File: config.mk
export PLATFORM = sky130hd
export DESIGN_NAME = sdisel_top
export DESIGN_NICKNAME = d
export VERILOG_FILES = /design/src/rtl/sdisel_pkg.sv /design/src/rtl/sdisel_top.sv
export SDC_FILE = /design/constraint.sdc
export NUM_CORES = 1
export LEC_CHECK = 0
export ABC_AREA = 0
export BUFFER_PORTS_ARGS = -buffer_cell sky130_fd_sc_hd__buf_2
export CAP_MARGIN = 5
export CORE_MARGIN = 2
export CORE_UTILIZATION = 31
export DETAILED_ROUTE_END_ITERATION = 10
export GPL_ROUTABILITY_DRIVEN = 0
export GPL_TIMING_DRIVEN = 0
export PLACE_DENSITY_LB_ADDON = 0.08
export SLEW_MARGIN = 20
export SYNTH_ARGS = -nofsm -noshare
export SYNTH_HDL_FRONTEND = slang
export SYNTH_SLANG_ARGS = --single-unit
export TNS_END_PERCENT = 30
File: constraint.sdc
create_clock -name clk_i -period 2.8 [get_ports clk_i]
set_input_delay 0.28 -clock clk_i [delete_from_list [all_inputs] [get_ports clk_i]]
set_output_delay 0.28 -clock clk_i [all_outputs]
set_load 0.03 [all_outputs]
File: src/rtl/sdisel_pkg.sv
// Constants shared by the status LED selector and its surroundings
package sdisel_pkg;
   // ==========================================================
   // Register map (byte addresses on the bus)
   localparam logic [3:0] SDISEL_CTRL_OFS = 4'h0; // Control word
   localparam logic [3:0] SDISEL_STAT_OFS = 4'h4; // Status word
   localparam logic [31:0] SDISEL_RD_ZERO = 32'h0000_0000; // Unmapped read
   // ==========================================================
   // Control register fields and reset value
   localparam int SDISEL_CTRL_PAT_LSB = 0; // Pattern request, 2 bits
   localparam int SDISEL_CTRL_RST_BIT = 2; // Software logic reset
   localparam logic [2:0] SDISEL_CTRL_RST = 3'h0; // Value after reset
   // ==========================================================
   // Status register fields
   localparam int SDISEL_STAT_LED_LSB = 0; // Four LED levels
   localparam int SDISEL_STAT_PAT_LSB = 4; // Pattern state
   localparam int SDISEL_STAT_STD_LSB = 6; // Pattern standard
   localparam int SDISEL_STAT_SW_LSB = 8; // Switch field
   // ==========================================================
   // Display-select codes on switch bits 3:2
   localparam logic [1:0] SDISEL_SEL_RX1 = 2'h0; // First input state
   localparam logic [1:0] SDISEL_SEL_RX2 = 2'h1; // Second input state
   localparam logic [1:0] SDISEL_SEL_STD = 2'h2; // Both rx standards
   localparam logic [1:0] SDISEL_SEL_TX = 2'h3; // Generator standard
   // ==========================================================
   // Video standard codes
   localparam logic [1:0] SDISEL_STD_SD = 2'h0; // Standard definition
   localparam logic [1:0] SDISEL_STD_HD = 2'h1; // High definition
   localparam logic [1:0] SDISEL_STD_3G = 2'h3; // 3-gigabit
   // ==========================================================
   // Bi-colour drive {green, red}
   localparam logic [1:0] SDISEL_COL_OFF = 2'h0; // Dark
   localparam logic [1:0] SDISEL_COL_RED = 2'h1; // Red
   localparam logic [1:0] SDISEL_COL_GRN = 2'h2; // Green
   localparam logic [1:0] SDISEL_COL_ORG = 2'h3; // Both: orange
   // ==========================================================
   // Reset values
   localparam logic [3:0] SDISEL_LED_RST = 4'h0; // LEDs dark
   localparam logic [3:0] SDISEL_SW_RST = 4'hF; // All switches OFF
   // ==========================================================
   // Test pattern states, Gray along the usual path
   typedef enum logic [1:0] {
      SDISEL_PAT_BAR75 = 2'h0,
      SDISEL_PAT_BAR100 = 2'h1,
      SDISEL_PAT_CHECK = 2'h3
   } sdisel_pat_type;
endpackage : sdisel_pkg

File: src/rtl/sdisel_top.sv
// Status LED selector and pattern controls for the video demo board
//
// The implementer's own choices: the Wishbone interface to the registers and the register addresses.
`timescale 1ns/100ps
// Notes on behaviour
// - select 00 shows first receiver state
// - select 01 shows second receiver state
// - select 10 shows both receive standards
// - standard pair: first LED high bit
// - select 11 shows generator standard on D9/D10
// - switch OFF reads 1, ON reads 0
// - low switch bits pick generator standard
// - receive bi-colour LEDs show detected standard
// - transmit bi-colour LEDs show sent standard
// - default 75% bar, first button 100%
// - second button selects checkfield pattern
// - third button resets the pattern logic
module sdisel_top
   import sdisel_pkg::*;
(
   input wire logic clk_i, // 250 MHz system clock
   input wire logic rst_i, // Synchronous, active high
   input wire logic wb_cyc_i,
   input wire logic wb_stb_i,
   input wire logic wb_we_i,
   input wire logic [3:0] wb_adr_i,
   input wire logic [3:0] wb_sel_i,
   input wire logic [31:0] wb_dat_i,
   output logic [31:0] wb_dat_o,
   output logic wb_ack_o,
   input wire logic [3:0] user_switch_field_i, // OFF = 1, ON = 0
   input wire logic full_colorbar_button_n_i, // Low when pressed
   input wire logic checkfield_button_n_i, // Low when pressed
   input wire logic logic_reset_button_n_i, // Low when pressed
   input wire logic [3:0] first_input_rx_state_i, // {align,trs,frame,reset}
   input wire logic [3:0] second_input_rx_state_i,
   input wire logic [1:0] first_input_rx_standard_i,
   input wire logic [1:0] second_input_rx_standard_i,
   input wire logic [1:0] first_output_tx_standard_i,
   input wire logic [1:0] second_output_tx_standard_i,
   output logic [3:0] led_o, // [0]=D7 .. [3]=D10
   output logic [1:0] rx_first_bicolor_o, // D6 {green,red}
   output logic [1:0] rx_second_bicolor_o, // D1
   output logic [1:0] tx_first_bicolor_o, // D5
   output logic [1:0] tx_second_bicolor_o, // D3
   output logic [1:0] pattern_standard_o, // To generator
   output logic [1:0] pattern_select_o, // 75%, 100% or checkfield
   output logic logic_reset_o // Reset request to the logic
);
   // ==========================================================
   // Helper functions
   // Standard to bi-colour drive; unknown code stays dark
   function automatic logic [1:0] std_color(input logic [1:0] std);
      logic [1:0] col;
      col = SDISEL_COL_OFF;
      case (std)
         SDISEL_STD_3G: col = SDISEL_COL_GRN;
         SDISEL_STD_HD: col = SDISEL_COL_ORG;
         SDISEL_STD_SD: col = SDISEL_COL_RED;
         default: col = SDISEL_COL_OFF;
      endcase
      return col;
   endfunction : std_color

   // Standard to LED pair: [0] is the first LED, holding the high bit
   function automatic logic [1:0] std_pair(input logic [1:0] std);
      return {std[0], std[1]};
   endfunction : std_pair

   // ==========================================================
   // Input capture
   logic [3:0] sw_r; // Switch field, taken as the pin reads
   logic bar_prev_n_r; // Button levels one cycle back
   logic chk_prev_n_r;
   logic bar_press; // Falling edge of each pattern button
   logic chk_press;
   logic rst_btn; // Reset button held

   // Switch pin level is the logic value: OFF pulls high
   always_ff @(posedge clk_i) begin
      if (rst_i) begin
         sw_r <= SDISEL_SW_RST;
      end else begin
         sw_r <= user_switch_field_i;
      end
   end

   // Previous button levels for press detection
   always_ff @(posedge clk_i) begin
      if (rst_i) begin
         bar_prev_n_r <= 1'b1;
         chk_prev_n_r <= 1'b1;
      end else begin
         bar_prev_n_r <= full_colorbar_button_n_i;
         chk_prev_n_r <= checkfield_button_n_i;
      end
   end

   // Pattern buttons act once, on their press edge; the reset button acts while held
   assign bar_press = bar_prev_n_r & ~full_colorbar_button_n_i;
   assign chk_press = chk_prev_n_r & ~checkfield_button_n_i;
   assign rst_btn = ~logic_reset_button_n_i;

   // ==========================================================
   // Wishbone slave
   logic ack_r; // Answer, one cycle after request
   logic [31:0] dat_r; // Read data
   logic [2:0] ctrl_r; // Control word
   logic wr_ctrl; // Write to control takes effect now
   logic [31:0] stat_word; // Status word as read

   // Writes land on the acknowledged edge only
   assign wr_ctrl = wb_cyc_i & wb_stb_i & wb_we_i & ack_r & wb_sel_i[0] &
                    (wb_adr_i == SDISEL_CTRL_OFS);

   // Answer every request after one wait cycle; drop in the next
   always_ff @(posedge clk_i) begin
      if (rst_i) begin
         ack_r <= 1'b0;
      end else begin
         ack_r <= wb_cyc_i & wb_stb_i & ~ack_r;
      end
   end

   // Read mux; unmapped addresses read as zero
   always_ff @(posedge clk_i) begin
      if (rst_i) begin
         dat_r <= SDISEL_RD_ZERO;
      end else if (wb_adr_i == SDISEL_CTRL_OFS) begin
         dat_r <= {29'h0000_0000, ctrl_r};
      end else if (wb_adr_i == SDISEL_STAT_OFS) begin
         dat_r <= stat_word;
      end else begin
         dat_r <= SDISEL_RD_ZERO;
      end
   end

   // Control word; byte lane 0 carries every field
   always_ff @(posedge clk_i) begin
      if (rst_i) begin
         ctrl_r <= SDISEL_CTRL_RST;
      end else if (wr_ctrl) begin
         ctrl_r <= wb_dat_i[2:0];
      end
   end

   // ==========================================================
   // Pattern state machine
   sdisel_pat_type pat_r; // Current test pattern
   logic sw_rst; // Software reset bit

   // Pattern field acts on the write edge, so it is read from the bus, not ctrl_r
   assign sw_rst = ctrl_r[SDISEL_CTRL_RST_BIT];

   // Reset outranks buttons; buttons outrank software
   always_ff @(posedge clk_i) begin
      if (rst_i) begin
         pat_r <= SDISEL_PAT_BAR75;
      end else if (rst_btn | sw_rst) begin
         pat_r <= SDISEL_PAT_BAR75;
      end else if (chk_press) begin
         pat_r <= SDISEL_PAT_CHECK;
      end else if (bar_press) begin
         pat_r <= SDISEL_PAT_BAR100;
      end else if (wr_ctrl) begin
         // Software picks a pattern; unknown code is ignored
         case (wb_dat_i[SDISEL_CTRL_PAT_LSB +: 2])
            SDISEL_PAT_BAR75: pat_r <= SDISEL_PAT_BAR75;
            SDISEL_PAT_BAR100: pat_r <= SDISEL_PAT_BAR100;
            SDISEL_PAT_CHECK: pat_r <= SDISEL_PAT_CHECK;
            default: pat_r <= pat_r;
         endcase
      end
   end

   // ==========================================================
   // Output registers
   logic [1:0] std_sel; // Generator standard, fallback applied
   logic [3:0] led_nxt;

   // Code 10 is not a standard; send SD rather than garbage
   assign std_sel = (sw_r[1:0] == SDISEL_STD_HD) ? SDISEL_STD_HD :
                    (sw_r[1:0] == SDISEL_STD_3G) ? SDISEL_STD_3G :
                    SDISEL_STD_SD;

   // LED source picked by switch bits 3:2
   always_comb begin
      led_nxt = SDISEL_LED_RST;
      case (sw_r[3:2])
         SDISEL_SEL_RX1: led_nxt = first_input_rx_state_i;
         SDISEL_SEL_RX2: led_nxt = second_input_rx_state_i;
         SDISEL_SEL_STD: begin
            // D7/D8 second input, D9/D10 first input
            led_nxt = {std_pair(first_input_rx_standard_i),
                       std_pair(second_input_rx_standard_i)};
         end
         default: begin
            // D7/D8 stay dark in this mode
            led_nxt = {std_pair(pattern_standard_o), 2'h0};
         end
      endcase
   end

   // LED outputs
   always_ff @(posedge clk_i) begin
      if (rst_i) begin
         led_o <= SDISEL_LED_RST;
      end else begin
         led_o <= led_nxt;
      end
   end

   // Bi-colour indicators follow the detected and sent standards
   always_ff @(posedge clk_i) begin
      if (rst_i) begin
         rx_first_bicolor_o <= SDISEL_COL_OFF;
         rx_second_bicolor_o <= SDISEL_COL_OFF;
         tx_first_bicolor_o <= SDISEL_COL_OFF;
         tx_second_bicolor_o <= SDISEL_COL_OFF;
      end else begin
         rx_first_bicolor_o <= std_color(first_input_rx_standard_i);
         rx_second_bicolor_o <= std_color(second_input_rx_standard_i);
         tx_first_bicolor_o <= std_color(first_output_tx_standard_i);
         tx_second_bicolor_o <= std_color(second_output_tx_standard_i);
      end
   end

   // Generator controls and reset request
   always_ff @(posedge clk_i) begin
      if (rst_i) begin
         pattern_standard_o <= SDISEL_STD_SD;
         logic_reset_o <= 1'b0;
      end else begin
         pattern_standard_o <= std_sel;
         logic_reset_o <= rst_btn | sw_rst;
      end
   end

   assign pattern_select_o = pat_r;
   assign wb_ack_o = ack_r;
   assign wb_dat_o = dat_r;

   // Status word: live view of the block's state
   assign stat_word = {20'h0_0000, sw_r, pattern_standard_o, pat_r, led_o};
endmodule : sdisel_top

## Word-level counts from Yosys, hierarchy flattened

Index checks and enable logic that the tools add are counted.
Widths: inputs -> output; s select.

| storage, ports and cells | value |
|---|---|
| logic and storage cells | 73 |
| output and inout port bits | 50 |
| bits in registers | 59 |
| input port bits | 68 |

| cells by class | value |
|---|---|
| multiplexer cells | 13 |
| reductions and logical operators | 14 |
| bitwise operators | 14 |
| eq/ne operators | 15 |

Operator list:

| kind | count |
|---|---|
| $pmux 2 s3 | 5 |
| $eq 2x1->1 const B | 7 |
| $eq 2x2->1 const B | 7 |
| $logic_not 2->1 | 6 |
| $pmux 4 s3 | 1 |
| $and 1x1->1 | 8 |
| $mux 2 | 4 |
| $mux 3 | 2 |
| $reduce_or 2->1 | 3 |
| $not 1->1 | 5 |
| $reduce_bool 5->1 | 1 |
| $eq 4x3->1 const B | 1 |
| $logic_not 4->1 | 1 |
| $reduce_bool 3->1 | 1 |
| $reduce_or 3->1 | 1 |
| $reduce_and 2->1 | 1 |
| $mux 1 | 1 |
| $or 1x1->1 | 1 |

## Longest topological paths before layout

Gate-level depths: netlist of run 1.

| logic depth | value |
|---|---|
| word-level depth | 8 |
| mapped depth | 5 |
| gate-level depth less buffers | 4 |

## Worst setup path after synthesis of run 1

No wires, ideal clock.

| timing | value |
|---|---|
| kind | reg2reg |
| start point | reg ack_r, in the netlist wb_ack_o |
| end point | reg pat_r[1], in the netlist pattern_select_o[1] |
| data arrival time | 1273 ps |
| setup slack | 1405 ps |
| clock period less this slack | 1395 ps |
| buffers on the path | 0 |
| stages on the path, launching flop included | 4 |
| data required time | 2678 ps |
| setup time | 122 ps |
| cells stage by stage | dfxtp_1 > and4b_2 > nand4_4 > o311a_1 |

| between the ends | value |
|---|---|
| cells in the longest elaborated chain, start to end | 5 |

Ends and longest elaborated chain:

| element | RTL line | RTL |
|---|---|---|
| start: declaration | sdisel_top.sv:106 | `logic ack_r;` |
| start signal: assignment | sdisel_top.sv:121 | `ack_r <= wb_cyc_i & wb_stb_i & ~ack_r;` |
| $and 1x1->1 (3 in a row) | sdisel_top.sv:113 | `assign wr_ctrl = wb_cyc_i & wb_stb_i & wb_we_i & ack_r & wb_sel_i[0] &` |
| $reduce_bool 3->1 (no line) | -- |  |
| $reduce_and 2->1 (no line) | -- |  |
| end signal: assignment | sdisel_top.sv:171 | `default: pat_r <= pat_r;` |
| end: declaration | sdisel_top.sv:149 | `sdisel_pat_type pat_r;` |

No other way between the ends.
A chain may end at the register's enable or synchronous reset.

## Final worst setup path of run 1

| timing | value |
|---|---|
| start point | reg sw_r[2] |
| end point | reg led_o[2] |

| between the ends | value |
|---|---|
| cells in the longest elaborated chain, start to end | 2 |
| elaborated cells between the ends (all ways) | 4 |
| those cells by class | eq/ne: 2; mux: 1; reduce/logical: 1 |

Ends and longest elaborated chain:

| element | RTL line | RTL |
|---|---|---|
| start: declaration | sdisel_top.sv:72 | `logic [3:0] sw_r;` |
| start signal: assignment | sdisel_top.sv:84 | `sw_r <= user_switch_field_i;` |
| $eq 2x2->1, or another cell as far along | sdisel_top.sv:189 | `case (sw_r[3:2])` |
| $pmux 4 s3 (*) | sdisel_top.sv:189 |  |
| end signal: assignment | sdisel_top.sv:209 | `led_o <= led_nxt;` |
| end: declaration | sdisel_top.sv:41 | `output logic [3:0] led_o,` |

Mark *: on every way between the ends. The rest lies on a longest branch, timed or not.

==> results.json, run 1 <==
{
  "clock_power_share_pct": 38.4,
  "seq_area_frac_synth_pct": 53.7,
  "grt_max_degree": 13,
  "clock_path_buffers": 2,
  "drc": 0,
  "synth_adder_area_share_pct": 0,
  "path_cells": "mux4_2 > and2_1",
  "cts_sinks": 39,
  "powerDensity_nw_per_um2": 612,
  "synth_compound_area_share_pct": 3.53,
  "final_core_util_pct": 45.6,
  "cp-end-kind": "flip-flop",
  "crit_end": "led_o[2]",
  "synth_xor_area_share_pct": 0,
  "syn2layout_area_growth_pct": 39.5,
  "cts_hold_buf": 0,
  "power_mw": 1.24,
  "hold_viol_final": 0,
  "initialDrtViolationCount": 51,
  "std_cell_rows": 24,
  "portBuffers": 64,
  "grt_setup_unrepaired": "no",
  "yosysTopAreaCell": "dfxtp_1",
  "cts_tree": "done",
  "finClkSkew_ns": 0.00301,
  "cts_setup_buffers": 0,
  "cts_root_buf": "clkbuf_8",
  "initial_utilization_pct": 32.7,
  "synth_mux_area_share_pct": 7.92,
  "ios": 118,
  "syn_area_um2": 1450,
  "max-cap-violations": 0,
  "ant_nets": 0,
  "hold_class": "primary input to flip-flop",
  "core_um2": 4440,
  "p_leak_nw": 1.07,
  "place_ws_ns": 1.39,
  "netlist_instances": 138,
  "wl_per_cell_um": 11.1,
  "dieHeight_um": 72.5,
  "yosysWarnings": 0,
  "clock_latency_ns": 0.29,
  "p_seq_share_pct": 47.1,
  "setup_ws_ns": 1.53,
  "grt_pass1_vias": 1122,
  "dp_hpwl_mm": 2.53,
  "power_switching_share_pct": 24.8,
  "dp_cells": 273,
  "ys_ff_latch": 39,
  "nets": 296,
  "maxSlewViolCount": 0,
  "dpl_cell_area_um2": 1910,
  "tns_ns": 0,
  "antenna_found_initial": 0,
  "stdcell_area_um2": 2030,
  "peakVddDrop_v": 0.000262,
  "drive_gt1_share_pct": 46.3,
  "yosys.area_share.simple_pct": 21.9,
  "criticalPathCategory": "flip-flop to flip-flop",
  "cts_resized": 0,
  "status": "finished, final reports clean",
  "critPathArrivalTime_ns": 1.45,
  "synth_top_family_by_area": "simple AND/OR/NAND/NOR gates",
  "hp-start": "second_output_tx_standard_i[1]",
  "overflow": 0,
  "combPwrFrac_pct": 14.5,
  "fmax_mhz": 790,
  "power_switching_mw": 0.308,
  "period_share_pct": 45.2,
  "yosys.cell_types.count": 26,
  "setup_viol": 0,
  "reg2reg_depth": 2,
  "async_flop_share_pct": 0,
  "finalNonFillerCells": 281,
  "ys.flop_type": "dfxtp_1",
  "r2r-end": "led_o[2]",
  "die_width_um": 72.5,
  "final.min_clock_period_ns": 1.27,
  "crit_path_start": "sw_r[2]",
  "dr.pass1.iters": 3,
  "whs_ns": 0.137,
  "r2r_setup_slack_ns": 1.53,
  "htree_levels": 2,
  "synth_top_cells_by_count": "dfxtp_1 (39), buf_4 (20), nor2_1 (14)",
  "worstPathMaxFanout": 6,
  "yosysMostFrequentCell": "dfxtp_1",
  "synth_area_per_cell_um2": 10.5,
  "clk_pin_slew_ns": 0.07,
  "timing.rr.start": "sw_r[2]",
  "yosysTopAreaCellShare_pct": 53.7,
  "die-area_um2": 5250,
  "critPathMaxStageDelay_ns": 0.53,
  "crit_path_start_kind": "flip-flop",
  "grt_pass1_wl_mm": 4.80,
  "internal-power_mw": 0.934,
  "n_antenna_cell": 0,
  "grtUsageTotal_pct": 12.3,
  "required_ns": 2.99,
  "synth_edf_count": 0,
  "wl_mm": 3.11,
  "viasPerCell": 4.00,
  "ys_top_cells_by_area": "dfxtp_1 (54%), buf_4 (10%), mux2i_1 (4.8%)",
  "cts_buffers": 5,
  "cp_slowest_cell": "mux4_2",
  "vias": 1124
}
==> registers in the layout, summed over array words and instances, names as in the netlist, 3 cells and up <==
signal	cells
wb_dat_o	12
led_o	4
sw_r	4
ctrl_r	3
==> power groups by stage <==
| stage | Sequential, mW | Clock (mW) | Combinational [mW] |
|---|---|---|---|
| floorplan | 0.630 | 0 | 0.0946 |
| global placement | 0.598 | 0 | 0.179 |
| detailed placement | 0.598 | 0 | 0.180 |
| CTS | 0.585 | 0.498 | 0.180 |
| global route | 0.588 | 0.520 | 0.193 |
| finish | 0.585 | 0.477 | 0.180 |
==> cells in the final DEF, fill, tap and decap left out <==
cell | Yosys | routed
a21oi_1 | 5 | 5
a31oi_1 | 1 | 1
and2_1 | 11 | 11
and3_2 | 2 | 2
and4b_2 | 1 | 1
buf_2 | 0 | 64
buf_4 | 20 | 20
buf_6 | 1 | 1
bufinv_16 | 0 | 1
clkbuf_1 | 2 | 2
clkbuf_8 | 0 | 6
clkinv_2 | 0 | 1
conb_1 | 1 | 20
dfxtp_1 | 39 | 39
inv_1 | 4 | 4
mux2i_1 | 7 | 7
mux4_2 | 2 | 2
nand2_1 | 3 | 3
nand3_1 | 1 | 1
nand4_1 | 1 | 1
nand4_4 | 1 | 1
nor2_1 | 14 | 14
nor2b_1 | 9 | 9
nor3_1 | 2 | 2
nor3_4 | 1 | 1
o21ai_0 | 1 | 1
o21ai_1 | 1 | 1
o311a_1 | 1 | 1
or2_1 | 1 | 1
or2_2 | 6 | 6
==> critical path, delay by kind of cell (launching register included) <==
family	cells	cell delay, ns
flip-flops	1	0.47
AND/OR/NAND/NOR	1	0.17
multiplexers	1	0.53
==> routing by layer <==
| metal | global-route usage, % | vias up | part of all wire, % |
|---|---|---|---|
| li1 | - | 587 | - |
| met1 | 12.7 | 476 | 41 |
| met2 | 21.1 | 54 | 47 |
| met3 | 5.42 | 7 | 9.7 |
| met4 | 5.97 | 0 | 1.8 |
| met5 | 0 | - | 0 |
==> layout make-up <==
cell class	instances	area (µm²)
Clock buffer	6	82.6
Sequential cell	39	781
Multi-Input combinational cell	91	559
Clock inverter	2	35.0
Timing Repair Buffer	64	320
Inverter	4	15.0
Fill cell	470	2420
Tap cell	52	65.1
Buffer	23	169
==> kinds of logic (layout without fill, tap and decap cells) <==
logic type | after synthesis | in the layout
AO/OA/AOI/OAI | 9 | 9
buffers and inverters | 27 | 99
flip-flops | 39 | 39
multiplexers | 9 | 9
other | 1 | 20
AND/OR/NAND/NOR | 53 | 53
==> worst min-delay path by stage <==
stage	endpoint	slack [ns]	cells past startpoint
global placement	wb_ack_o	0.42	1
CTS	tx_second_bicolor_o[0]	0.13	2
floorplan	tx_second_bicolor_o[1]	0.35	1
detailed placement	wb_ack_o	0.44	1
global route	tx_first_bicolor_o[0]	0.13	2
finish	tx_second_bicolor_o[0]	0.14	2
No activity file was read; power rests on OpenSTA's default activity.
==> inputs of run 2 (changes only) <==
--- a/config.mk
+++ b/config.mk
@@ -5,7 +5,7 @@
 export SDC_FILE = /design/constraint.sdc
 export NUM_CORES = 1
 export LEC_CHECK = 0
-export ABC_AREA = 0
+export ABC_AREA = 1
 export BUFFER_PORTS_ARGS = -buffer_cell sky130_fd_sc_hd__buf_2
 export CAP_MARGIN = 5
 export CORE_MARGIN = 2
==> constraint.sdc (replaced) <==
create_clock -name clk_i -period 1.1 [get_ports clk_i]
set_input_delay 0.11 -clock clk_i [delete_from_list [all_inputs] [get_ports clk_i]]
set_output_delay 0.11 -clock clk_i [all_outputs]
set_load 0.03 [all_outputs]
==> run 2 against run 1 <==
Synthesized area increased by 4.6%; sequential cell count unchanged; cell area increased by 7.7%; combinational power increased to 2.8 times the previous value; cell count is 25% higher; count of clock-buffer cells in the layout did not move; critical endpoint is now ctrl_r[2].
==> results.json, run 2 <==
{
  "ys.flop_type": "dfxtp_1",
  "maxSlewViolCount": 0,
  "yosysTopAreaCellShare_pct": 51.4,
  "nets": 351,
  "cts_root_buf": "clkbuf_8",
  "layout_commonest_cell": "buf_2",
  "ant_nets": 0,
  "htree_levels": 2,
  "finClkSkew_ns": 0.00643,
  "ys_top_cells_by_area": "dfxtp_1 (51%), buf_4 (10%), inv_1 (7.7%)",
  "syn2layout_area_growth_pct": 43.7,
  "ys_ff_latch": 39,
  "final.min_clock_period_ns": 1.02,
  "clock_latency_ns": 0.28,
  "dpl_cell_area_um2": 2000,
  "fmax_mhz": 977,
  "syn_area_um2": 1520,
  "cp-end-kind": "flip-flop",
  "die_width_um": 74,
  "yosysWarnings": 0,
  "drive_gt1_share_pct": 40.8,
  "finalNonFillerCells": 351,
  "max-cap-violations": 0,
  "hold_class": "primary input to flip-flop",
  "n_antenna_cell": 0,
  "ios": 118,
  "critPathArrivalTime_ns": 1.20,
  "dr.pass1.iters": 4,
  "status": "finished, final reports clean",
  "crit_path_start_kind": "flip-flop",
  "seq_area_frac_synth_pct": 51.4,
  "die-area_um2": 5480,
  "yosys.cell_types.count": 21,
  "grtUsageTotal_pct": 12.4,
  "initialDrtViolationCount": 33,
  "stdcell_area_um2": 2180,
  "async_flop_share_pct": 0,
  "synth_edf_count": 0,
  "criticalPathCategory": "flip-flop to flip-flop",
  "std_cell_rows": 25,
  "final_core_util_pct": 46.2,
  "netlist_instances": 184,
  "synth_area_per_cell_um2": 8.26,
  "initial_utilization_pct": 32.2,
  "core_um2": 4720,
  "clk_pin_slew_ns": 0.08,
  "yosysMostFrequentCell": "dfxtp_1",
  "worstPathMaxFanout": 5,
  "synth_top_cells_by_count": "dfxtp_1 (39), inv_1 (31), nor2_1 (22)",
  "grt_setup_unrepaired": "yes",
  "peakVddDrop_v": 0.000484,
  "grt_max_degree": 13,
  "place_ws_ns": 0.0465,
  "setup_ws_ns": 0.0763,
  "grt_pass1_vias": 1173,
  "clock_path_buffers": 2,
  "wl_per_cell_um": 9.38,
  "setup_viol": 0,
  "hold_viol_final": 0,
  "dieHeight_um": 74,
  "tns_ns": 0,
  "period_share_pct": 93.1,
  "grt_pass1_wl_mm": 5.12,
  "cts_tree": "done",
  "required_ns": 1.27,
  "drc": 0,
  "largest_reg_flops": 12,
  "dp_hpwl_mm": 2.51,
  "powerDensity_nw_per_um2": 1340,
  "wl_mm": 3.29,
  "final_cell_mix": "buf_2 (67), dfxtp_1 (37), inv_1 (31)",
  "viasPerCell": 3.74,
  "antenna_found_initial": 0,
  "overflow": 0,
  "yosysTopAreaCell": "dfxtp_1",
  "cts_sinks": 39,
  "portBuffers": 64,
  "dp_cells": 334,
  "vias": 1311,
  "cts_buffers": 5,
  "p_leak_nw": 1.20
}
run 2: changes by cell type in the layout (fill, tap and decap cells not counted), sizes merged, moves of 7 or more:
cell	delta
inv	+28
nand3	+19
nand2	+16
and2	-11
nor2	+10
nor2b	-9
dlygate4sd3	+8
mux2i	-7
run 2: worst paths after layout:
path / startpoint / to / slack (ns) / depth (start not counted)
max: wb_ack_o / ctrl_r[2] / 0.08 / 5
min: full_colorbar_button_n_i / bar_prev_n_r / 0.02 / 3
max reg2reg: wb_ack_o / ctrl_r[2] / 0.08 / 5
min reg2reg: led_o[3] / wb_dat_o[3] / 0.42 / 2
run 2: through the flow:
stage / hold slack, ns / total power, mW
floorplan: 0.182 / 1.87
global placement: 0.268 / 2.00
detailed placement: 0.270 / 2.00
CTS: 0.0000436 / 2.97
global route: 0.0134 / 3.09
finish: 0.0165 / 2.93
run 2: kinds of logic (layout without fill, tap and decap cells):
logic type	after synthesis	after routing	share of synthesized area [%]
simple gates	71	71	22.2
buf+inv	57	138	20.0
flops	39	39	51.4
compound gates	16	16	6.09
other cells	1	20	0.247
run 2: worst max-delay path, stage by stage, from the launching register on:
cell and delay (ns):
dfxtp_2 0.35, nand3_2 0.09, nor2_4 0.19, nand2_2 0.08, o21ai_0 0.15, a21oi_1 0.05
run 2: layout make-up:
class / count / area, µm²
clock buffers: 6 / 72.6
inverters: 32 / 120
fillers: 499 / 2540
flip-flops and latches: 39 / 783
well taps: 67 / 83.8
clock inverters: 2 / 12.5
plain buffers: 25 / 184
repair buffers: 73 / 408
multi-input cells: 107 / 519
run 2: repair_timing:
| item | CTS | global route |
|---|---|---|
| endpoints found under the hold margin | 7 | 1 |
| setup endpoints to repair | 0 | 6 |
| setup buffers | 0 | 1 |
| hold buffers | 7 | 1 |
| gates resized for setup | 0 | 5 |
run 2: routing by layer:
layer | GRT usage (%) | wire, µm | vias to the layer above
met3 | 5.15 | 250 | 6
met5 | 0 | 0 | -
li1 | - | - | 715
met2 | 18.8 | 1430 | 53
met4 | 4.85 | 56 | 0
met1 | 15.8 | 1560 | 537
run 2: where the power goes:
group	internal (mW)	leakage [nW]	switching (mW)
sequential	1.46	0.321	0.0229
combinational	0.192	0.841	0.313
clock	0.443	0.0412	0.497
